$ cat config.mk
export PLATFORM = sky130hd
export DESIGN_NAME = pmebc_top
export DESIGN_NICKNAME = d
export VERILOG_FILES = /design/src/rtl/pmebc_sync.v /design/src/rtl/pmebc_strobe_enc.v /design/src/rtl/pmebc_top.v
export VERILOG_INCLUDE_DIRS = /design/src /design/src/rtl
export SDC_FILE = /design/constraint.sdc
export NUM_CORES = 1
export LEC_CHECK = 0
export BUFFER_PORTS_ARGS = -buffer_cell sky130_fd_sc_hd__buf_2
export CAP_MARGIN = 40
export CORE_ASPECT_RATIO = 0.8
export CORE_UTILIZATION = 31
export DETAILED_ROUTE_END_ITERATION = 7
export PLACE_DENSITY = 0.6
export SETUP_SLACK_MARGIN = 0.5
export SYNTH_ARGS = -nofsm -noshare
export SYNTH_HDL_FRONTEND = slang
export SYNTH_HIERARCHICAL = 1
export SYNTH_SLANG_ARGS = --single-unit
export TNS_END_PERCENT = 10
$ cat constraint.sdc
create_clock -name sys_clk -period 6.6 [get_ports sys_clk]
set_input_delay 0.66 -clock sys_clk [delete_from_list [all_inputs] [get_ports sys_clk]]
set_output_delay 0.66 -clock sys_clk [all_outputs]
set_load 0.02 [all_outputs]
$ cat src/rtl/pmebc_consts.vh
// constants for the processor mode and external bus controller
`ifndef PMEBC_CONSTS_VH
`define PMEBC_CONSTS_VH

// ==================================================
// processor mode codes
`define PMEBC_MODE_SINGLE 2'b00
`define PMEBC_MODE_MEMEXP 2'b01
`define PMEBC_MODE_RSVD 2'b10
`define PMEBC_MODE_MICRO 2'b11

// ==================================================
// proc_mode_reg_a field positions
`define PMEBC_A_MODE_LO 0
`define PMEBC_A_MODE_HI 1
`define PMEBC_A_STROBE 2
`define PMEBC_A_MUX_LO 4
`define PMEBC_A_MUX_HI 5
`define PMEBC_A_UPPER 6
`define PMEBC_A_BCLKDIS 7

// ==================================================
// proc_mode_reg_b field positions
`define PMEBC_B_ROMREG 0
`define PMEBC_B_MID 1
`define PMEBC_B_SETONLY 2
`define PMEBC_B_EXTAREA 3
`define PMEBC_B_GWAIT 7

// ==================================================
// chip_select_ctrl_reg fields: enables low nibble, area wait bits high nibble
`define PMEBC_CSR_EN_LO 0
`define PMEBC_CSR_WAIT_LO 4

// ==================================================
// reset values
`define PMEBC_REGA_RESET 8'h00
`define PMEBC_REGB_RESET 8'h00
`define PMEBC_CSR_RESET 8'h01

// ==================================================
// bus mode field codes
`define PMEBC_MUX_NONE 2'b00
`define PMEBC_MUX_CS2 2'b01
`define PMEBC_MUX_CS1 2'b10
`define PMEBC_MUX_ALL 2'b11

// ==================================================
// memory map
`define PMEBC_SFR_TOP 20'h003ff
`define PMEBC_RAM_BASE 20'h00400
`define PMEBC_RAM_TOP 20'h03fff
`define PMEBC_ROM_BASE 20'hd0000
`define PMEBC_RSV1_LO 20'h04000
`define PMEBC_RSV1_HI 20'h07fff
`define PMEBC_RSV2_LO 20'h80000
`define PMEBC_RSV2_HI 20'hcffff
`define PMEBC_CS0_BASE 20'he0000
`define PMEBC_CS1_BASE 20'h40000
`define PMEBC_CS2_BASE 20'h08000

// ==================================================
// timing
`define PMEBC_WAIT_NONE 2'd0
`define PMEBC_WAIT_ONE 2'd1
`define PMEBC_STRAP_SETTLE 2'd3

`endif

$ cat src/rtl/pmebc_sync.v
// two flip-flop synchroniser for pin inputs
`timescale 1ns/1ps
`default_nettype none
module pmebc_sync
#(
   parameter WIDTH = 1
)
(
   input wire sys_clk,
   input wire rst,
   input wire [WIDTH-1:0] asyncIn,
   output wire [WIDTH-1:0] syncOut
);
   reg [WIDTH-1:0] stage1_reg;
   reg [WIDTH-1:0] stage2_reg;

   always @(posedge sys_clk)
   begin
      if (rst)
      begin
         stage1_reg <= {WIDTH{1'b0}};
         stage2_reg <= {WIDTH{1'b0}};
      end
      else
      begin
         stage1_reg <= asyncIn;
         stage2_reg <= stage1_reg;
      end
   end

   assign syncOut = stage2_reg;
endmodule // pmebc_sync
`default_nettype wire

$ cat src/rtl/pmebc_strobe_enc.v
// read and write strobe encoder for both strobe styles
`timescale 1ns/1ps
`default_nettype none
module pmebc_strobe_enc
(
   input wire active,
   input wire isWrite,
   input wire isWord,
   input wire addrBit0,
   input wire wideBus,
   input wire strobeStyleSel,
   output reg rdN,
   output reg lowN,
   output reg highN
);
   // separate store strobes only exist on the wide bus
   wire sepStyle = wideBus & strobeStyleSel;

   always @*
   begin
      rdN = 1'b1;
      lowN = 1'b1;
      highN = 1'b1;
      if (active)
      begin
         rdN = isWrite;
         if (sepStyle)
         begin
            lowN = ~(isWrite & (isWord | ~addrBit0));
            highN = ~(isWrite & (isWord | addrBit0));
         end
         else
         begin
            lowN = ~isWrite;
            // upper lane enable is meaningless on the narrow bus, held high
            highN = wideBus ? ~(isWord | addrBit0) : 1'b1;
         end
      end
   end
endmodule // pmebc_strobe_enc
`default_nettype wire

$ cat src/rtl/pmebc_top.v
// processor mode selection and external bus controller
// Notes on behaviour
// - mode field write selects mode; 10 ignored
// - boot straps high at reset block internal ROM
// - mode registers writable only when unlocked
// - set-only bit: ones set, zeros ignored
// - rewrite flag forces rom region, extended bits
// - global wait gives one wait everywhere
// - area wait bit zero gives one wait
// - extended bit picks internal versus external ranges
// - bus mode field selects separate or multiplexed
// - narrow multiplexed: data 0-7 carry A0-A7
// - wide multiplexed: data 0-7 carry A1-A8
// - multiplexed devices see only even addresses
// - two bits make address 12, 16, 20 lines
// - address undefined until first external access
// - width pin high narrow, low wide
// - four chip selects, each port or select
// - address/select change only as access demands
// - style bit picks strobe set on wide bus
// - separate strobes: low, high, both lanes
// - combined strobes: upper enable with A0
// - ready low at last fall adds wait
// - hold floats bus, grants; hold, DMA, CPU
`timescale 1ns/1ps
`default_nettype none
`include "pmebc_consts.vh"
module pmebc_top
#(
   parameter BCLK_HALF = 2,
   parameter [19:0] RAM_TOP_EXT = 20'h07fff,
   parameter [19:0] ROM_BASE_EXT = 20'h80000
)
(
   input wire sys_clk,
   input wire rst,
   // straps and pins from outside
   input wire bootModePin,
   input wire flashModePin,
   input wire byteWidthPin,
   input wire readyPinN,
   input wire holdPinN,
   // register writes from the cpu side
   input wire modeWriteUnlockBit,
   input wire cpuRewriteFlag,
   input wire procModeRegAWe,
   input wire [7:0] procModeRegAWdata,
   input wire procModeRegBWe,
   input wire [7:0] procModeRegBWdata,
   input wire chipSelectCtrlRegWe,
   input wire [7:0] chipSelectCtrlRegWdata,
   output wire [7:0] procModeRegA,
   output wire [7:0] procModeRegB,
   output wire [7:0] chipSelectCtrlReg,
   output wire [1:0] procMode,
   output wire internalRomBlocked,
   // cpu and dma requesters
   input wire cpuValid,
   input wire cpuWrite,
   input wire cpuWord,
   input wire [19:0] cpuAddr,
   input wire [15:0] cpuWdata,
   output wire cpuReady,
   input wire dmaValid,
   input wire dmaWrite,
   input wire dmaWord,
   input wire [19:0] dmaAddr,
   input wire [15:0] dmaWdata,
   output wire dmaReady,
   output wire respValid,
   output wire respToDma,
   output wire respErr,
   output wire [15:0] respData,
   // internal memory side
   output wire intAccess,
   output wire [19:0] intAddr,
   input wire [15:0] intRdata,
   // external bus pins
   output wire bclkOut,
   output wire [19:0] addrOut,
   input wire [15:0] dataIn,
   output wire [15:0] dataOut,
   output wire dataLowOeN,
   output wire dataHighOeN,
   output wire [3:0] chipSelN,
   output wire readN,
   output wire lowLaneStoreN,
   output wire highLaneStoreN,
   output wire addrLatch,
   output wire busOeN,
   output wire busGrantN,
   // pin function selects
   output wire midAddrIsPort,
   output wire upperAddrIsPort,
   output wire [3:0] chipSelIsPin
);
   // ==================================================
   // state encodings
   localparam [3:0] ST_IDLE = 4'b0001;
   localparam [3:0] ST_ADDR = 4'b0010;
   localparam [3:0] ST_ACC = 4'b0100;
   localparam [3:0] ST_HOLD = 4'b1000;

   // ==================================================
   // pin synchronisers
   wire [3:0] pinSync;
   wire [15:0] dataSync;
   pmebc_sync #(.WIDTH(4)) uPinSync
   (
      .sys_clk(sys_clk),
      .rst(rst),
      .asyncIn({bootModePin, flashModePin, byteWidthPin, readyPinN}),
      .syncOut(pinSync)
   );
   pmebc_sync #(.WIDTH(16)) uDataSync
   (
      .sys_clk(sys_clk),
      .rst(rst),
      .asyncIn(dataIn),
      .syncOut(dataSync)
   );
   wire [0:0] holdSyncN;
   pmebc_sync #(.WIDTH(1)) uHoldSync
   (
      .sys_clk(sys_clk),
      .rst(rst),
      .asyncIn(holdPinN),
      .syncOut(holdSyncN)
   );
   wire bootSync = pinSync[3];
   wire flashSync = pinSync[2];
   wire wideBus = ~pinSync[1];
   wire readySync = pinSync[0];

   // ==================================================
   // bus clock divider
   reg [7:0] divCnt_reg;
   reg bclk_reg;
   reg bclkOut_reg;
   reg [7:0] modeA_reg;
   wire halfDone = (divCnt_reg == BCLK_HALF[7:0] - 8'd1);
   wire fallTick = halfDone & bclk_reg;

   always @(posedge sys_clk)
   begin
      if (rst)
      begin
         divCnt_reg <= 8'd0;
         bclk_reg <= 1'b0;
         bclkOut_reg <= 1'b0;
      end
      else
      begin
         divCnt_reg <= halfDone ? 8'd0 : divCnt_reg + 8'd1;
         if (halfDone)
            bclk_reg <= ~bclk_reg;
         bclkOut_reg <= (halfDone ? ~bclk_reg : bclk_reg) & ~modeA_reg[`PMEBC_A_BCLKDIS];
      end
   end

   // ==================================================
   // mode registers and strap capture
   reg [7:0] modeB_reg;
   reg [7:0] csr_reg;
   reg romBlock_reg;
   reg [1:0] strapCnt_reg;
   reg strapDone_reg;
   reg [7:0] modeA_next;
   reg [7:0] modeB_next;

   always @*
   begin
      modeA_next = modeA_reg;
      modeB_next = modeB_reg;
      if (procModeRegAWe & modeWriteUnlockBit)
      begin
         modeA_next[7:2] = procModeRegAWdata[7:2];
         // the reserved code leaves the running mode alone
         if (procModeRegAWdata[1:0] != `PMEBC_MODE_RSVD)
            modeA_next[1:0] = procModeRegAWdata[1:0];
      end
      if (procModeRegBWe & modeWriteUnlockBit)
      begin
         modeB_next = procModeRegBWdata;
         modeB_next[`PMEBC_B_SETONLY] = modeB_reg[`PMEBC_B_SETONLY] |
            procModeRegBWdata[`PMEBC_B_SETONLY];
      end
      if (cpuRewriteFlag)
      begin
         modeB_next[`PMEBC_B_ROMREG] = 1'b1;
         modeB_next[`PMEBC_B_EXTAREA] = 1'b1;
      end
   end

   always @(posedge sys_clk)
   begin
      if (rst)
      begin
         modeA_reg <= `PMEBC_REGA_RESET;
         modeB_reg <= `PMEBC_REGB_RESET;
         csr_reg <= `PMEBC_CSR_RESET;
         romBlock_reg <= 1'b0;
         strapCnt_reg <= 2'd0;
         strapDone_reg <= 1'b0;
      end
      else if (!strapDone_reg)
      begin
         // straps are read only once the synchronisers hold pin levels
         strapCnt_reg <= strapCnt_reg + 2'd1;
         if (strapCnt_reg == `PMEBC_STRAP_SETTLE)
         begin
            strapDone_reg <= 1'b1;
            if (bootSync)
               modeA_reg[1:0] <= `PMEBC_MODE_MICRO;
            romBlock_reg <= bootSync & flashSync;
         end
      end
      else
      begin
         modeA_reg <= modeA_next;
         modeB_reg <= modeB_next;
         if (chipSelectCtrlRegWe)
            csr_reg <= chipSelectCtrlRegWdata;
      end
   end

   wire [1:0] mode = modeA_reg[1:0];
   wire extArea = modeB_reg[`PMEBC_B_EXTAREA];
   wire globalWait = modeB_reg[`PMEBC_B_GWAIT];
   wire [1:0] muxSel = modeA_reg[`PMEBC_A_MUX_HI:`PMEBC_A_MUX_LO];
   wire [3:0] csEnable = csr_reg[`PMEBC_CSR_EN_LO+3:`PMEBC_CSR_EN_LO];
   wire [3:0] areaWaitBit = csr_reg[`PMEBC_CSR_WAIT_LO+3:`PMEBC_CSR_WAIT_LO];
   wire extModes = (mode == `PMEBC_MODE_MEMEXP) | (mode == `PMEBC_MODE_MICRO);

   // ==================================================
   // request arbitration: dma beats cpu, hold beats both
   reg [3:0] state_reg;
   wire anyReq = cpuValid | dmaValid;
   wire take = state_reg[0] & fallTick & holdSyncN[0] & strapDone_reg & anyReq;
   assign dmaReady = take & dmaValid;
   assign cpuReady = take & ~dmaValid;
   wire selWrite = dmaValid ? dmaWrite : cpuWrite;
   wire selWord = dmaValid ? dmaWord : cpuWord;
   wire [19:0] selAddr = dmaValid ? dmaAddr : cpuAddr;
   wire [15:0] selWdata = dmaValid ? dmaWdata : cpuWdata;

   // ==================================================
   // address decode
   wire romAllowed = (mode != `PMEBC_MODE_MICRO) & ~romBlock_reg;
   wire [19:0] ramTop = extArea ? RAM_TOP_EXT : `PMEBC_RAM_TOP;
   wire [19:0] romBase = extArea ? ROM_BASE_EXT : `PMEBC_ROM_BASE;
   wire isSfr = selAddr <= `PMEBC_SFR_TOP;
   wire isRam = (selAddr >= `PMEBC_RAM_BASE) & (selAddr <= ramTop);
   wire isRom = (selAddr >= romBase) & romAllowed;
   wire isInt = isSfr | isRam | isRom;
   wire inRsv = ((selAddr >= `PMEBC_RSV1_LO) & (selAddr <= `PMEBC_RSV1_HI)) |
      ((selAddr >= `PMEBC_RSV2_LO) & (selAddr <= `PMEBC_RSV2_HI));
   wire [1:0] area = (selAddr >= `PMEBC_CS0_BASE) ? 2'd0 :
      (selAddr >= `PMEBC_CS1_BASE) ? 2'd1 :
      (selAddr >= `PMEBC_CS2_BASE) ? 2'd2 : 2'd3;
   wire muxArea = (muxSel == `PMEBC_MUX_ALL) | ((muxSel == `PMEBC_MUX_CS2) & (area == 2'd2)) |
      ((muxSel == `PMEBC_MUX_CS1) & (area == 2'd1));
   // odd bytes and words are unreachable on the multiplexed bus
   wire muxBad = muxArea & (selWord | selAddr[0]);
   wire widthBad = selWord & (~wideBus | selAddr[0]);
   wire selErr = ~isInt & (~extModes | (extArea & inRsv) | muxBad | widthBad);
   wire [1:0] intWait = (isSfr | globalWait) ? `PMEBC_WAIT_ONE : `PMEBC_WAIT_NONE;
   wire [1:0] extWait = (~areaWaitBit[area] | globalWait) ? `PMEBC_WAIT_ONE : `PMEBC_WAIT_NONE;

   // ==================================================
   // per-select output masking
   reg [3:0] csActive_reg;
   genvar gi;
   generate
      for (gi = 0; gi < 4; gi = gi + 1)
      begin : gCs
         // a select pin left as a port idles high
         assign chipSelN[gi] = ~(csActive_reg[gi] & csEnable[gi]);
      end
   endgenerate
   assign chipSelIsPin = csEnable;

   // ==================================================
   // bus sequencer
   reg [3:0] state_next;
   reg [19:0] addrOut_reg;
   reg [15:0] dataOut_reg;
   reg lowOe_reg;
   reg highOe_reg;
   reg ale_reg;
   reg strobeOn_reg;
   reg accExt_reg;
   reg accWrite_reg;
   reg accWord_reg;
   reg accMux_reg;
   reg accDma_reg;
   reg [1:0] waitCnt_reg;
   reg [19:0] intAddr_reg;
   reg intAccess_reg;
   reg respValid_reg;
   reg respDma_reg;
   reg respErr_reg;
   reg [15:0] respData_reg;
   reg grant_reg;
   reg rdN_reg;
   reg lowN_reg;
   reg highN_reg;
   wire encRdN;
   wire encLowN;
   wire encHighN;

   pmebc_strobe_enc uStrobe
   (
      .active(strobeOn_reg),
      .isWrite(accWrite_reg),
      .isWord(accWord_reg),
      .addrBit0(addrOut_reg[0]),
      .wideBus(wideBus),
      .strobeStyleSel(modeA_reg[`PMEBC_A_STROBE]),
      .rdN(encRdN),
      .lowN(encLowN),
      .highN(encHighN)
   );

   wire accDone = (waitCnt_reg == `PMEBC_WAIT_NONE) & (~accExt_reg | readySync);

   always @*
   begin
      state_next = state_reg;
      case (state_reg)
         ST_IDLE:
            if (fallTick & ~holdSyncN[0])
               state_next = ST_HOLD;
            else if (take & ~selErr)
               state_next = (~isInt & muxArea) ? ST_ADDR : ST_ACC;
         ST_ADDR:
            if (fallTick)
               state_next = ST_ACC;
         ST_ACC:
            if (fallTick & accDone)
               state_next = ST_IDLE;
         ST_HOLD:
            if (fallTick & holdSyncN[0])
               state_next = ST_IDLE;
         default:
            state_next = ST_IDLE;
      endcase
   end

   always @(posedge sys_clk)
   begin
      if (rst)
      begin
         state_reg <= ST_IDLE;
         addrOut_reg <= 20'h00000;
         dataOut_reg <= 16'h0000;
         lowOe_reg <= 1'b0;
         highOe_reg <= 1'b0;
         ale_reg <= 1'b0;
         strobeOn_reg <= 1'b0;
         csActive_reg <= 4'h0;
         accExt_reg <= 1'b0;
         accWrite_reg <= 1'b0;
         accWord_reg <= 1'b0;
         accMux_reg <= 1'b0;
         accDma_reg <= 1'b0;
         waitCnt_reg <= `PMEBC_WAIT_NONE;
         intAddr_reg <= 20'h00000;
         intAccess_reg <= 1'b0;
         respValid_reg <= 1'b0;
         respDma_reg <= 1'b0;
         respErr_reg <= 1'b0;
         respData_reg <= 16'h0000;
         grant_reg <= 1'b0;
         rdN_reg <= 1'b1;
         lowN_reg <= 1'b1;
         highN_reg <= 1'b1;
      end
      else
      begin
         state_reg <= state_next;
         respValid_reg <= 1'b0;
         respErr_reg <= 1'b0;
         rdN_reg <= encRdN;
         lowN_reg <= encLowN;
         highN_reg <= encHighN;
         if (take)
         begin
            respDma_reg <= dmaValid;
            accDma_reg <= dmaValid;
            if (selErr)
            begin
               respValid_reg <= 1'b1;
               respErr_reg <= 1'b1;
            end
            else if (isInt)
            begin
               // internal access: selects rise, address keeps last external value
               csActive_reg <= 4'h0;
               accExt_reg <= 1'b0;
               intAccess_reg <= 1'b1;
               intAddr_reg <= selAddr;
               waitCnt_reg <= intWait;
            end
            else
            begin
               // address pins move only on an external access
               addrOut_reg <= selAddr;
               csActive_reg <= 4'h1 << area;
               accExt_reg <= 1'b1;
               accWrite_reg <= selWrite;
               accWord_reg <= selWord;
               accMux_reg <= muxArea;
               waitCnt_reg <= extWait;
               if (muxArea)
               begin
                  ale_reg <= 1'b1;
                  lowOe_reg <= 1'b1;
                  dataOut_reg <= {8'h00, wideBus ? selAddr[8:1] : selAddr[7:0]};
                  if (selWrite)
                     respData_reg <= selWdata;
               end
               else
               begin
                  strobeOn_reg <= 1'b1;
                  dataOut_reg <= selWdata;
                  lowOe_reg <= selWrite;
                  highOe_reg <= selWrite & wideBus;
               end
            end
         end
         else if (state_reg[1] & fallTick)
         begin
            // address phase over: drop latch strobe, start data phase
            ale_reg <= 1'b0;
            strobeOn_reg <= 1'b1;
            lowOe_reg <= accWrite_reg;
            dataOut_reg <= {8'h00, respData_reg[7:0]};
         end
         else if (state_reg[2] & fallTick)
         begin
            if (waitCnt_reg != `PMEBC_WAIT_NONE)
               waitCnt_reg <= waitCnt_reg - 2'd1;
            else if (accDone)
            begin
               strobeOn_reg <= 1'b0;
               lowOe_reg <= 1'b0;
               highOe_reg <= 1'b0;
               intAccess_reg <= 1'b0;
               respValid_reg <= 1'b1;
               respDma_reg <= accDma_reg;
               respData_reg <= accExt_reg ? dataSync : intRdata;
            end
         end
         else if (state_reg[0] & fallTick & ~holdSyncN[0])
         begin
            grant_reg <= 1'b1;
            csActive_reg <= 4'h0;
         end
         else if (state_reg[3] & fallTick & holdSyncN[0])
            grant_reg <= 1'b0;
      end
   end

   // ==================================================
   // outputs
   assign procModeRegA = modeA_reg;
   assign procModeRegB = modeB_reg;
   assign chipSelectCtrlReg = csr_reg;
   assign procMode = mode;
   assign internalRomBlocked = romBlock_reg;
   assign respValid = respValid_reg;
   assign respToDma = respDma_reg;
   assign respErr = respErr_reg;
   assign respData = respData_reg;
   assign intAccess = intAccess_reg;
   assign intAddr = intAddr_reg;
   assign bclkOut = bclkOut_reg;
   assign addrOut = addrOut_reg;
   assign dataOut = dataOut_reg;
   // upper lanes are never driven on the multiplexed bus
   assign dataLowOeN = ~lowOe_reg | grant_reg;
   assign dataHighOeN = ~highOe_reg | accMux_reg | grant_reg;
   assign readN = rdN_reg;
   assign lowLaneStoreN = lowN_reg;
   assign highLaneStoreN = highN_reg;
   assign addrLatch = ale_reg;
   assign busOeN = grant_reg;
   assign busGrantN = ~grant_reg;
   assign midAddrIsPort = modeB_reg[`PMEBC_B_MID];
   // enabling the top lines while the middle ones are ports is prohibited
   assign upperAddrIsPort = modeA_reg[`PMEBC_A_UPPER] | modeB_reg[`PMEBC_B_MID];
endmodule // pmebc_top
`default_nettype wire

* Word-level counts from Yosys, hierarchy flattened
Index checks and enable logic that the tools add are counted.
** Word-level totals
- Input port bits :: 146
- Memory bits (writable) :: 0
- Register bits after elaboration :: 179
- Word-level logic and storage cells :: 318
- Output and inout bits :: 124
- Latch bits :: 0
- ROM bits :: 0
- Memories kept :: 0
** Cells by class
- Bitwise operators :: 91
- Add/subtract/negate cells :: 3
- Multiply operators :: 0
- Reductions and logical operators :: 37
- Mux-type cells :: 102
- Shift operators :: 1
- Magnitude comparators :: 12
- Div/mod/pow operators :: 0
- Equal/unequal tests :: 31
** Operators with widths (number)
- 16-bit two-way mux :: 16
- 1-bit two-way mux :: 55
- 4-bit two-way mux :: 12
- 1-bit AND :: 41
- 20-bit greater-or-equal comparator, second input constant :: 2
- 1-bit inverter :: 28
- 4-bit AND reduction :: 7
- 2-bit two-way mux :: 12
- 2-bit != test, second input constant :: 11
- 1-bit bitwise OR :: 22
- 20-bit by 11-bit greater-or-equal comparator with 1-bit output, second input constant :: 1
- 20-bit by 15-bit greater-or-equal comparator with 1-bit output, second input constant :: 1
- 20-bit by 16-bit greater-or-equal comparator with 1-bit output, second input constant :: 1
- 20-bit by 19-bit greater-or-equal comparator with 1-bit output, second input constant :: 1
- 20-bit greater-or-equal comparator :: 1
- 20-bit by 10-bit less-or-equal comparator with 1-bit output, second input constant :: 1
- 20-bit by 15-bit less-or-equal comparator with 1-bit output :: 1
- 20-bit by 15-bit less-or-equal comparator with 1-bit output, second input constant :: 1
- 20-bit less-or-equal comparator, second input constant :: 1
- 20-bit two-way mux :: 1
- 2-bit nonzero test :: 10
- 19-bit two-way mux :: 1
- 4-bit case mux with 4 select lines :: 1
- 15-bit two-way mux :: 1
- other kinds (26) :: 48

* Depth between registers and ports, before layout
Gate-level depths: netlist of the first run.
- Word-level depth :: 18
- Mapped depth :: 15
- Mapped depth without buffers :: 12

* Modules after synthesis
Netlist of the first run, hierarchy kept.
** By module, submodules not included
- pmebc_top :: area an instance 7277.0 sq um, cells an instance 835, instances 1
- pmebc_sync at uDataSync :: area an instance 863.3 sq um, cells an instance 67, instances 1
- pmebc_sync at uPinSync :: area an instance 210.2 sq um, cells an instance 16, instances 1
- pmebc_sync at uHoldSync :: area an instance 52.6 sq um, cells an instance 4, instances 1
- pmebc_strobe_enc :: area an instance 35.0 sq um, cells an instance 5, instances 1

* Worst setup path before layout of the first run
Ideal clock, no wire load.
- Path kind :: in2reg
- Start :: in dmaValid
- End :: reg waitCnt_reg[1]
- Arrival :: 3.711 ns
- Buffers on the path :: 6
- Setup slack :: 2.766 ns
- Cell stages on the path :: 14
- Library setup time :: 0.123 ns
- Data required time :: 6.477 ns
- Cells stage by stage :: buf_4 buf_4 buf_2 buf_1 buf_2 mux2i_1 ha_1 nand4_1 a221o_1 a21oi_4 a21o_1 buf_4 o31ai_2 mux2_1
** On the way
- Cells in the longest elaborated chain, start to end :: 15
- Elaborated cells between the ends (all ways) :: 47
- Classes of those cells :: 11 x order compare; 4 x eq/ne; 6 x mux; 23 x bitwise; 3 x reduce/logical
** Ends and longest elaborated chain
- start: declaration :: RTL line pmebc_top.v:64 : input wire dmaValid,
- 20-bit two-way mux :: RTL line pmebc_top.v:244 : wire [19:0] selAddr = dmaValid ? dmaAddr : cpuAddr;
- 20-bit by 16-bit greater-or-equal comparator with 1-bit output (no source line)
- 1-bit two-way mux :: RTL line pmebc_top.v:260 : (selAddr >= `PMEBC_CS2_BASE) ? 2'd2 : 2'd3;
- 2-bit two-way mux :: RTL line pmebc_top.v:259 : (selAddr >= `PMEBC_CS1_BASE) ? 2'd1 :
- 2-bit two-way mux :: RTL line pmebc_top.v:258 : wire [1:0] area = (selAddr >= `PMEBC_CS0_BASE) ? 2'd0 :
- 2-bit equality test :: RTL line pmebc_top.v:261 : wire muxArea = (muxSel == `PMEBC_MUX_ALL) | ((muxSel == `PMEBC_MUX_CS2) & (area == 2'd2)) |
- 1-bit AND :: RTL line pmebc_top.v:261
- 1-bit bitwise OR (2 in series) :: RTL line pmebc_top.v:261
- 1-bit AND :: RTL line pmebc_top.v:264 : wire muxBad = muxArea & (selWord | selAddr[0]);
- 1-bit bitwise OR (2 in series) :: RTL line pmebc_top.v:266 : wire selErr = ~isInt & (~extModes | (extArea & inRsv) | muxBad | widthBad);
- 1-bit AND :: RTL line pmebc_top.v:266
- 2-bit != test (no source line)
- 4-bit AND reduction (no source line)
- end signal: assignment :: RTL line pmebc_top.v:367 : waitCnt_reg <= `PMEBC_WAIT_NONE;
- end signal: assignment :: RTL line pmebc_top.v:403 : waitCnt_reg <= intWait;
- end signal: assignment :: RTL line pmebc_top.v:414 : waitCnt_reg <= extWait;
- end: declaration :: RTL line pmebc_top.v:297 : reg [1:0] waitCnt_reg;
Parallel ways exist; a longest one is shown, timed or not.
A chain may end at the register's enable or synchronous reset.

* Worst setup path after layout of the first run
- Start :: reg divCnt_reg[0]
- End :: reg addrOut_reg[10] (netlist: addrOut[10])
** On the way
- Cells in the longest elaborated chain, start to end :: 7
** Ends and longest elaborated chain
- start: declaration :: RTL line pmebc_top.v:137 : reg [7:0] divCnt_reg;
- start signal: assignment :: RTL line pmebc_top.v:154 : divCnt_reg <= halfDone ? 8'd0 : divCnt_reg + 8'd1;
- 8-bit by 1-bit equality test with 1-bit output :: RTL line pmebc_top.v:141 : wire halfDone = (divCnt_reg == BCLK_HALF[7:0] - 8'd1);
- 1-bit AND :: RTL line pmebc_top.v:142 : wire fallTick = halfDone & bclk_reg;
- 1-bit AND (4 in series) :: RTL line pmebc_top.v:239 : wire take = state_reg[0] & fallTick & holdSyncN[0] & strapDone_reg & anyReq;
- 3-bit AND reduction (no source line)
- end signal: assignment :: RTL line pmebc_top.v:408 : addrOut_reg <= selAddr;
- end: declaration :: RTL line pmebc_top.v:286 : reg [19:0] addrOut_reg;
No other way between the ends.

==> reports/qor.csv, run 1 <==
metric,value,unit
Tot Pwr,0.00245,W
Multi-input gate area,4380,um^2
fin crit period,4.27,ns
critical-path maximum fanout,53,
drt initial violations,592,
Worst-path clk slew,0.08,ns
CP Capture Type,flop,
CTS root buf,clkbuf_16,
Cell variety after synth,70,
dpl cell area,10100,um^2
"slowest stage cell, crit path",or4b_2,
Levels on crit path,12,
top-count cell post-synth,dfxtp_1,
height of the die,150,um
Mapped Area,8440,um^2
PortBufs,269,
Initial Util,0.318,
global-route wire length before repair,42500,um
CP max stage delay,0.58,ns
CP top delay family,simple AND/OR/NAND/NOR gates,
Hold Crit Class,input port to flop,
"Gates resized, CTS repair",0,
Peak VDD IR,204,uV
hold_buf cts,0,
fraction of layout cells with a size suffix above 1,0.324,
crit path kind,flop to flop,
gp weighted congestion,0.876,
average size of a mapped cell,9.10,um^2
Synth warnings,6,
"Req. time, crit path",6.96,ns
clock skew,0.0159,ns
Post-synth top flop,dfxtp_1,
final WL,27800,um
row count,53,
worst path cell trace,"ha_1, or4b_2, nor4_1, ha_1, and4_1, o21ai_4, buf_4, a211o_1, a211oi_4, buf_4, nor2_1, a211oi_2",
Post-CTS Setup Inserts,0,
Post-synth EDFFs,0,
1st-pass router iterations,5,
Nets,1310,
number of cells on the worst reg-to-reg path,12,
die area,27900,um^2
CTS buffer count,17,
Sequential Area,3580,um^2
WHS Path Cells,2,
headroom to the max-slew limit,0.394,
fmax,0.234,GHz
Post-Synthesis Cells,927,
Crit path buffers/inverters,2,
setup TNS,0,ns
Final Hold Violating Endpoints,0,
total gr overflow,0,
CTS sink count,179,
vias per cell,5.02,
Post-synth top cells,"179 x dfxtp_1, 80 x nor2_1, 76 x nand2_1, 66 x mux2i_1, 56 x nor2b_1",
RSZ-0062 raised after global routing,no,
pwr/cell area,230,nW/um^2
Setup WS pre-CTS,2.38,ns
antenna violations before repair,1,
total of flip-flops plus latches after synthesis,179,
vias in the first global route,7134,
H-Tree Depth,4,
leakage,4.33,nW
sequential element share of the synthesized area,0.425,
max cap viols,0,
IO Pins,270,
Detail Route Antenna Nets,0,
Core Area,26500,um^2
Synth Net Count,1081,
CTS tree,built,
Pins Over Slew Limit,0,
clock tree buffer depth,2,
share of the synthesized area in the top cell type,0.425,
Synth area leaders,"dfxtp_1 42%, mux2i_1 7.8%, a211oi_1 4.3%",
P&R area growth vs syn,26.2,%
status,completed,
Detailed Place HPWL,20900,um
setup ws final,2.33,ns
Overall Global Routing Usage,0.197,
# setup viols final,0,
Synth area leader,dfxtp_1,
Worst-Margin Slew,0.907,ns
worst path arrival time,4.63,ns
vias,7655,
Die Wd,186,um
pin count of the biggest net entering global routing,100,
drt wl/cell,18.2,um
Fillers,2752,
Async SR Flop Fraction,0,
Critical Path Source Type,flop,
final period utilization,0.647,
DRC violations left,0,
Ant. Diodes,0,
later-pin clock latency in the skew report,0.45,ns
Finished Cell Area,10600,um^2
==> worst paths after layout <==
check,from,to,slack (ns)
worst max-delay path,divCnt_reg[0]$_SDFF_PP0_,addrOut[10]$_SDFFE_PP0P_,2.33
worst min-delay path,dataIn[10],uDataSync/stage1_reg[10]$_SDFF_PP0_,0.42
worst max register to register,divCnt_reg[0]$_SDFF_PP0_,addrOut[10]$_SDFFE_PP0P_,2.33
worst min register to register,uDataSync/stage1_reg[12]$_SDFF_PP0_,uDataSync/syncOut[12]$_SDFF_PP0_,0.44
==> layout by cell type, fill, tap and decap left out, types with 17 or more instances in the layout <==
cell type  netlist  routed
mux2i_1         66      66
inv_1           30      30
clkbuf_16        0      17
nor2b_1         56      56
nor2_1          80      79
a21oi_1         49      49
o41ai_1         18      18
a211oi_1        48      48
dfxtp_1        179     179
o21ai_0         24      24
nand3_1         28      28
nand2_1         76      76
buf_2           12     269
==> power breakdown <==
part | switching, W | internal [W]
sequential | 0.0000208 | 0.00111
combinational | 0.000181 | 0.000123
clock | 0.000482 | 0.000533
==> metrics by stage <==
step / instances / hold WS (ns) / util
after CTS: 1525 / 0.401 / 0.401
after global placement: 1486 / 0.422 / 0.375
after global routing: 1526 / 0.413 / 0.401
after floorplan: 927 / 0.414 / -
final: 1526 / 0.422 / 0.401
after detailed placement: 1493 / 0.421 / 0.379
==> cell type report <==
class                           count  area share
Clock buffer                       18      0.0403
Multi-Input combinational cell    642       0.412
Tap cell                          357      0.0420
Sequential cell                   179       0.337
Timing Repair Buffer              286       0.145
Clock inverter                     14      0.0139
Inverter                           30      0.0106
==> per-layer routing <==
metal | vias to the layer above | GRT usage | wire, um
li1 | 3776 | - | -
met1 | 3618 | 0.286 | 14000
met2 | 233 | 0.291 | 11900
met3 | 26 | 0.0368 | 1410
met4 | 2 | 0.0631 | 457
met5 | - | 0 | 9
==> cells by family (layout without fill, tap and decap cells) <==
family                     after synthesis  after routing  synth area share
and+or+nand+nor                        315            315             0.186
AOI/OAI and AO/OA                      223            223             0.197
DFF                                    179            179             0.425
buffers and inverters                  106            348            0.0587
muxes                                   89             89             0.115
adders and majority gates                8              8            0.0119
xor gates and xnor gates                 7              7           0.00727
No activity file was read; power rests on OpenSTA's default activity.
==> run 2, diff against run 1 <==
PLACE_DENSITY = 0.62   (was 0.6)
clock period = 3.7 ns   (was 6.6 ns; I/O delays follow)
==> reports/qor.csv, run 2 (same netlist as run 1, synthesis figures left out) <==
metric,value,unit,change
CTS root buf,clkbuf_16,,unchanged
headroom to the max-slew limit,0.518,,was 0.394
number of cells on the worst reg-to-reg path,13,,was 12
vias in the first global route,7328,,"was 7,134"
pwr/cell area,415,nW/um^2,was 230 nW/um^2
CP max stage delay,0.47,ns,was 0.58 ns
CTS buffer count,17,,unchanged
GR Util met3,0.0497,,was 0.0368
Nets,1326,,"was 1,310"
Pins Over Slew Limit,0,,unchanged
timing endpoint of the critical path,addrOut[14]$_SDFFE_PP0P_,,was addrOut[10]$_SDFFE_PP0P_
IO Pins,270,,unchanged
Detail Route Antenna Nets,0,,unchanged
global-route wire length before repair,43000,um,"was 42,500 um"
P&R area growth vs syn,29.4,%,was 26.2%
Finished Cell Area,10900,um^2,"was 10,600 um^2"
Die Wd,186,um,unchanged
antenna violations before repair,2,,was 1
"commonest cells after routing, fill and taps aside","267 x buf_2, 178 x dfxtp_1, 78 x nor2_1",,"was 269 x buf_2, 179 x dfxtp_1, 79 x nor2_1"
Critical R2R Launch,divCnt_reg[1]$_SDFF_PP0_,,was divCnt_reg[0]$_SDFF_PP0_
PortBufs,269,,unchanged
later-pin clock latency in the skew report,0.44,ns,was 0.45 ns
clock tree buffer depth,2,,unchanged
"slowest stage cell, crit path",or4b_4,,was or4b_2
CTS sink count,179,,unchanged
RSZ-0062 raised after global routing,no,,unchanged
Final Hold Violating Endpoints,0,,unchanged
die area,27900,um^2,unchanged
max cap viols,0,,unchanged
pin count of the biggest net entering global routing,90,,was 100
"most common cell after layout, fill and taps aside",buf_2,,unchanged
gp weighted congestion,0.939,,was 0.876
height of the die,150,um,unchanged
Worst-Margin Slew,0.723,ns,was 0.907 ns
total gr overflow,0,,unchanged
final WL,28500,um,"was 27,800 um"
CTS tree,built,,unchanged
"reg-to-reg slack, setup",0.63,ns,was 2.33 ns
RR Endpoint,addrOut[14]$_SDFFE_PP0P_,,was addrOut[10]$_SDFFE_PP0P_
CP Capture Type,flop,,unchanged
status,completed,,unchanged
Detailed Place HPWL,21100,um,"was 20,900 um"
vias per cell,5.07,,was 5.02
Worst-path clk slew,0.07,ns,was 0.08 ns
CP Launch Point,divCnt_reg[1]$_SDFF_PP0_,,was divCnt_reg[0]$_SDFF_PP0_
Crit path buffers/inverters,3,,was 2
fraction of layout cells with a size suffix above 1,0.340,,was 0.324
crit path kind,flop to flop,,unchanged
fmax,0.326,GHz,was 0.234 GHz
CP top delay family,simple AND/OR/NAND/NOR gates,,unchanged
worst path cell trace,"inv_1, ha_1, or4b_4, nor4_4, ha_2, and4_4, o21ai_4, a211o_4, a211oi_4, buf_4, buf_12, mux2i_1, nor2_1",,"was ha_1, or4b_2, nor4_1, ha_1, and4_1, o21ai_4, buf_4, a211o_1, a211oi_4, buf_4, nor2_1, a211oi_2"
Overall Global Routing Usage,0.199,,was 0.197
row count,53,,unchanged
Core Area,26500,um^2,unchanged
Peak VDD IR,320,uV,was 204 uV
"Req. time, crit path",3.99,ns,was 6.96 ns
H-Tree Depth,4,,unchanged
met2 usage,0.310,,was 0.291
dpl cell area,10100,um^2,about the same
DRC violations left,0,,unchanged
drt wl/cell,18.5,um,was 18.2 um
drt initial violations,742,,was 592
Hold Crit Class,input port to flop,,unchanged
hold_ws,0.150,ns,was 0.422 ns
final period utilization,0.830,,was 0.647
clock skew,0.0196,ns,was 0.0159 ns
Initial Util,0.318,,unchanged
Levels on crit path,13,,was 12
GR peak layer,met2,,unchanged
1st-pass router iterations,5,,unchanged
fin crit period,3.07,ns,was 4.27 ns
# setup viols final,0,,unchanged
vias,7834,,"was 7,655"
leakage,4.47,nW,was 4.33 nW
Critical Path Source Type,flop,,unchanged
setup TNS,0,ns,unchanged
worst path arrival time,3.36,ns,was 4.63 ns
critical-path maximum fanout,11,,was 53
met1 global-route usage,0.275,,was 0.286
## run 2: cell count changes in the layout (fill, tap and decap cells not counted), sizes merged
cell	change
bufinv	+3
clkbuf	+4
buf	+14
inv	-3
diode	+3
clkinvlp	-3
## run 2: how the worst min path moves through the flow
stage / start / to / cells past startpoint
floorplan: uDataSync/stage1_reg[0]$_SDFF_PP0_ / uDataSync/syncOut[0]$_SDFF_PP0_ / 1
global placement: uDataSync/stage1_reg[8]$_SDFF_PP0_ / uDataSync/syncOut[8]$_SDFF_PP0_ / 1
detailed placement: uDataSync/stage1_reg[3]$_SDFF_PP0_ / uDataSync/syncOut[3]$_SDFF_PP0_ / 1
CTS: flashModePin / uPinSync/stage1_reg[2]$_SDFF_PP0_ / 2
global route: dataIn[13] / uDataSync/stage1_reg[13]$_SDFF_PP0_ / 2
finish: bootModePin / uPinSync/stage1_reg[3]$_SDFF_PP0_ / 2
## run 2: where the power goes
part	leakage, nW	internal (W)	switching, W
registers	1.45	0.00198	0.0000369
clock network	0.309	0.00117	0.000797
logic	2.70	0.000222	0.000332
total	4.47	0.00337	0.00117
## run 2: metrics by stage
stage	setup WS, ns	std cells	utilization	power, W
global route	0.500	1542	0.412	0.00471
detailed placement	0.254	1503	0.381	0.00260
global placement	0.349	1502	0.381	0.00259
finish	0.628	1544	0.412	0.00454
floorplan	0.545	927	-	0.00238
CTS	0.505	1536	0.408	0.00456
## run 2: layout make-up
class / instances / area [um^2]
Fill cell: 2690 / 15600
Sequential cell: 179 / 3580
Clock buffer: 20 / 457
Inverter: 30 / 113
Multi-Input combinational cell: 642 / 4430
Antenna cell: 3 / 7.51
Clock inverter: 11 / 175
Tap cell: 357 / 447
Timing Repair Buffer: 302 / 1710
## run 2: metal layers
metal | share of wire | up-vias
li1 | - | 3807
met1 | 0.47 | 3718
met3 | 0.068 | 32
met2 | 0.45 | 277
met4 | 0.014 | 0
met5 | 0 | -
## run 2: repair_timing
action | 4_1_cts | 5_1_grt
hold buffers | 0 | 0
setup buffers | 1 | 3
setup endpoints to repair | 59 | 61
pin swaps | 2 | 3
resized for setup | 17 | 4
gates cloned | 1 | 2
==> run 3, diff against run 2 <==
PLACE_DENSITY = 0.6   (was 0.62)
clock period = 2.9 ns   (was 3.7 ns; I/O delays follow)
==> reports/qor.csv, run 3 (same netlist as run 1, synthesis figures left out) <==
metric,value,unit,change
Detail Route Antenna Nets,0,,unchanged
Initial Util,0.318,,unchanged
pwr/cell area,489,nW/um^2,was 415 nW/um^2
critical-path maximum fanout,9,,was 11
Critical Path Source Type,flop,,unchanged
final non-filler cell total,1586,,"was 1,544"
"reg-to-reg slack, setup",0.04,ns,was 0.63 ns
PortBufs,269,,unchanged
max cap viols,0,,unchanged
clock tree buffer depth,2,,unchanged
headroom to the max-slew limit,0.590,,was 0.518
leakage,4.73,nW,was 4.47 nW
clock skew,0.0130,ns,was 0.0196 ns
fraction of layout cells with a size suffix above 1,0.389,,was 0.340
CP Capture Type,flop,,unchanged
IO Pins,270,,unchanged
Peak VDD IR,424,uV,was 320 uV
DRC violations left,0,,unchanged
Core Area,26500,um^2,unchanged
fin crit period,2.86,ns,was 3.07 ns
post-placement cell count,1544,,"was 1,503"
Die Wd,186,um,unchanged
Worst-path clk slew,0.08,ns,was 0.07 ns
total gr overflow,0,,unchanged
P&R area growth vs syn,36.2,%,was 29.4%
CTS buffer count,17,,unchanged
gp weighted congestion,0.850,,was 0.939
RSZ-0062 raised after global routing,yes,,was no
global-route wire length before repair,42200,um,"was 43,000 um"
vias in the first global route,7370,,"was 7,328"
CTS tree,built,,unchanged
final period utilization,0.987,,was 0.830
"most common cell after layout, fill and taps aside",buf_2,,unchanged
uppermost layer routed,met4,,unchanged
vias,7981,,"was 7,834"
later-pin clock latency in the skew report,0.44,ns,about the same
antenna violations before repair,1,,was 2
"slowest stage cell, crit path",or4b_4,,unchanged
pin count of the biggest net entering global routing,80,,was 90
Pins Over Slew Limit,0,,unchanged
Tot Pwr,0.00562,W,was 0.00454 W
setup TNS,0,ns,unchanged
final WL,28000,um,"was 28,500 um"
# setup viols final,0,,unchanged
Worst-Margin Slew,0.614,ns,was 0.723 ns
CP max stage delay,0.46,ns,was 0.47 ns
drt initial violations,585,,was 742
vias per cell,5.03,,was 5.07
CTS sink count,179,,unchanged
crit path kind,flop to flop,,unchanged
"Req. time, crit path",3.22,ns,was 3.99 ns
row count,53,,unchanged
fmax,0.349,GHz,was 0.326 GHz
height of the die,150,um,unchanged
CTS root buf,clkbuf_16,,unchanged
hold_buf cts,0,,unchanged
Nets,1369,,"was 1,326"
Finished Cell Area,11500,um^2,"was 10,900 um^2"
"commonest cells after routing, fill and taps aside","265 x buf_2, 177 x dfxtp_1, 76 x nor2_1",,"was 267 x buf_2, 178 x dfxtp_1, 78 x nor2_1"
met1 WL,13200,um,"was 13,300 um"
worst path cell trace,"inv_2, ha_4, or4b_4, nor4_4, ha_2, and4_4, o21ai_4, buf_8, buf_6, buf_4, nor2_2, a211oi_1, a221oi_1, a21oi_1",,"was inv_1, ha_1, or4b_4, nor4_4, ha_2, and4_4, o21ai_4, a211o_4, a211oi_4, buf_4, buf_12, mux2i_1, nor2_1"
dpl cell area,10500,um^2,"was 10,100 um^2"
1st-pass router iterations,5,,unchanged
Detailed Place HPWL,20200,um,"was 21,100 um"
met2 WL,12800,um,"was 12,900 um"
die area,27900,um^2,unchanged
Final Hold Violating Endpoints,0,,unchanged
Overall Global Routing Usage,0.194,,was 0.199
DR WL met3,1570,um,was 1950 um
status,completed,,unchanged
H-Tree Depth,4,,unchanged
drt wl/cell,17.6,um,was 18.5 um
Hold Crit Class,input port to flop,,unchanged
worst path arrival time,3.18,ns,was 3.36 ns
==> run 3: cell count changes in the layout (fill, tap and decap cells not counted), sizes merged <==
cell / previous run / this run
buf: 300 / 345
inv: 33 / 38
bufinv: 4 / 0
clkbuf: 22 / 18
diode: 3 / 1
clkinv: 3 / 4
clkinvlp: 1 / 2
==> run 3: timing repair <==
action                                 CTS  global route
cloned                                   3             0
setup endpoints to repair               97            98
gates resized for setup                 32            39
buffers inserted                         6             0
pin swaps                                8            19
endpoints found under the hold margin    0             0
==> run 3: worst paths after layout <==
kind                                      startpoint  depth (start not counted)                                  to
setup / recovery            divCnt_reg[1]$_SDFF_PP0_                         14           state_reg[2]$_SDFFE_PP0P_
hold / removal                             dataIn[6]                          2  uDataSync/stage1_reg[6]$_SDFF_PP0_
setup reg to reg            divCnt_reg[1]$_SDFF_PP0_                         14           state_reg[2]$_SDFFE_PP0P_
hold reg to reg   uDataSync/stage1_reg[8]$_SDFF_PP0_                          1     uDataSync/syncOut[8]$_SDFF_PP0_
==> run 3: critical path: cells and delay by family, from the launching register on <==
family	cells	cell delay, ns
AND/OR/NAND/NOR	4	1.02
AO/OA/AOI/OAI	4	0.60
flip-flops	1	0.33
buffers and inverters	4	0.48
adder cells (fa/ha/maj)	2	0.33
==> run 3: stage by stage <==
step | util | setup slack (ns) | hold slack [ns]
2_1_floorplan | - | 0.0151 | 0.362
3_3_place_gp | 0.396 | -0.109 | 0.417
3_5_place_dp | 0.397 | -0.235 | 0.425
4_1_cts | 0.427 | 0.00821 | 0.0356
5_1_grt | 0.433 | -0.123 | 0.0399
6_report | 0.433 | 0.0366 | 0.0571
==> run 3: layout make-up <==
cell class | instances | area [um^2]
antenna | 1 | 2.50
clock buffer | 18 | 429
clock inverter | 14 | 138
fill | 2660 | 15000
inverter | 30 | 113
multi-input combinational | 642 | 4630
sequential | 179 | 3590
tap | 357 | 447
timing repair buffer | 345 | 2150
==> run 3: report_power, final <==
| part | switching (W) | internal (W) | leakage (nW) |
|---|---|---|---|
| clock network | 0.00115 | 0.00114 | 0.273 |
| logic | 0.000439 | 0.000323 | 3.01 |
| registers | 0.0000409 | 0.00252 | 1.45 |
==> run 3: metal layers <==
| metal | up-vias | track usage |
|---|---|---|
| met2 | 277 | 0.308 |
| met4 | 0 | 0.0549 |
| met5 | - | 0 |
| met1 | 3786 | 0.267 |
| met3 | 29 | 0.0394 |
| li1 | 3889 | - |
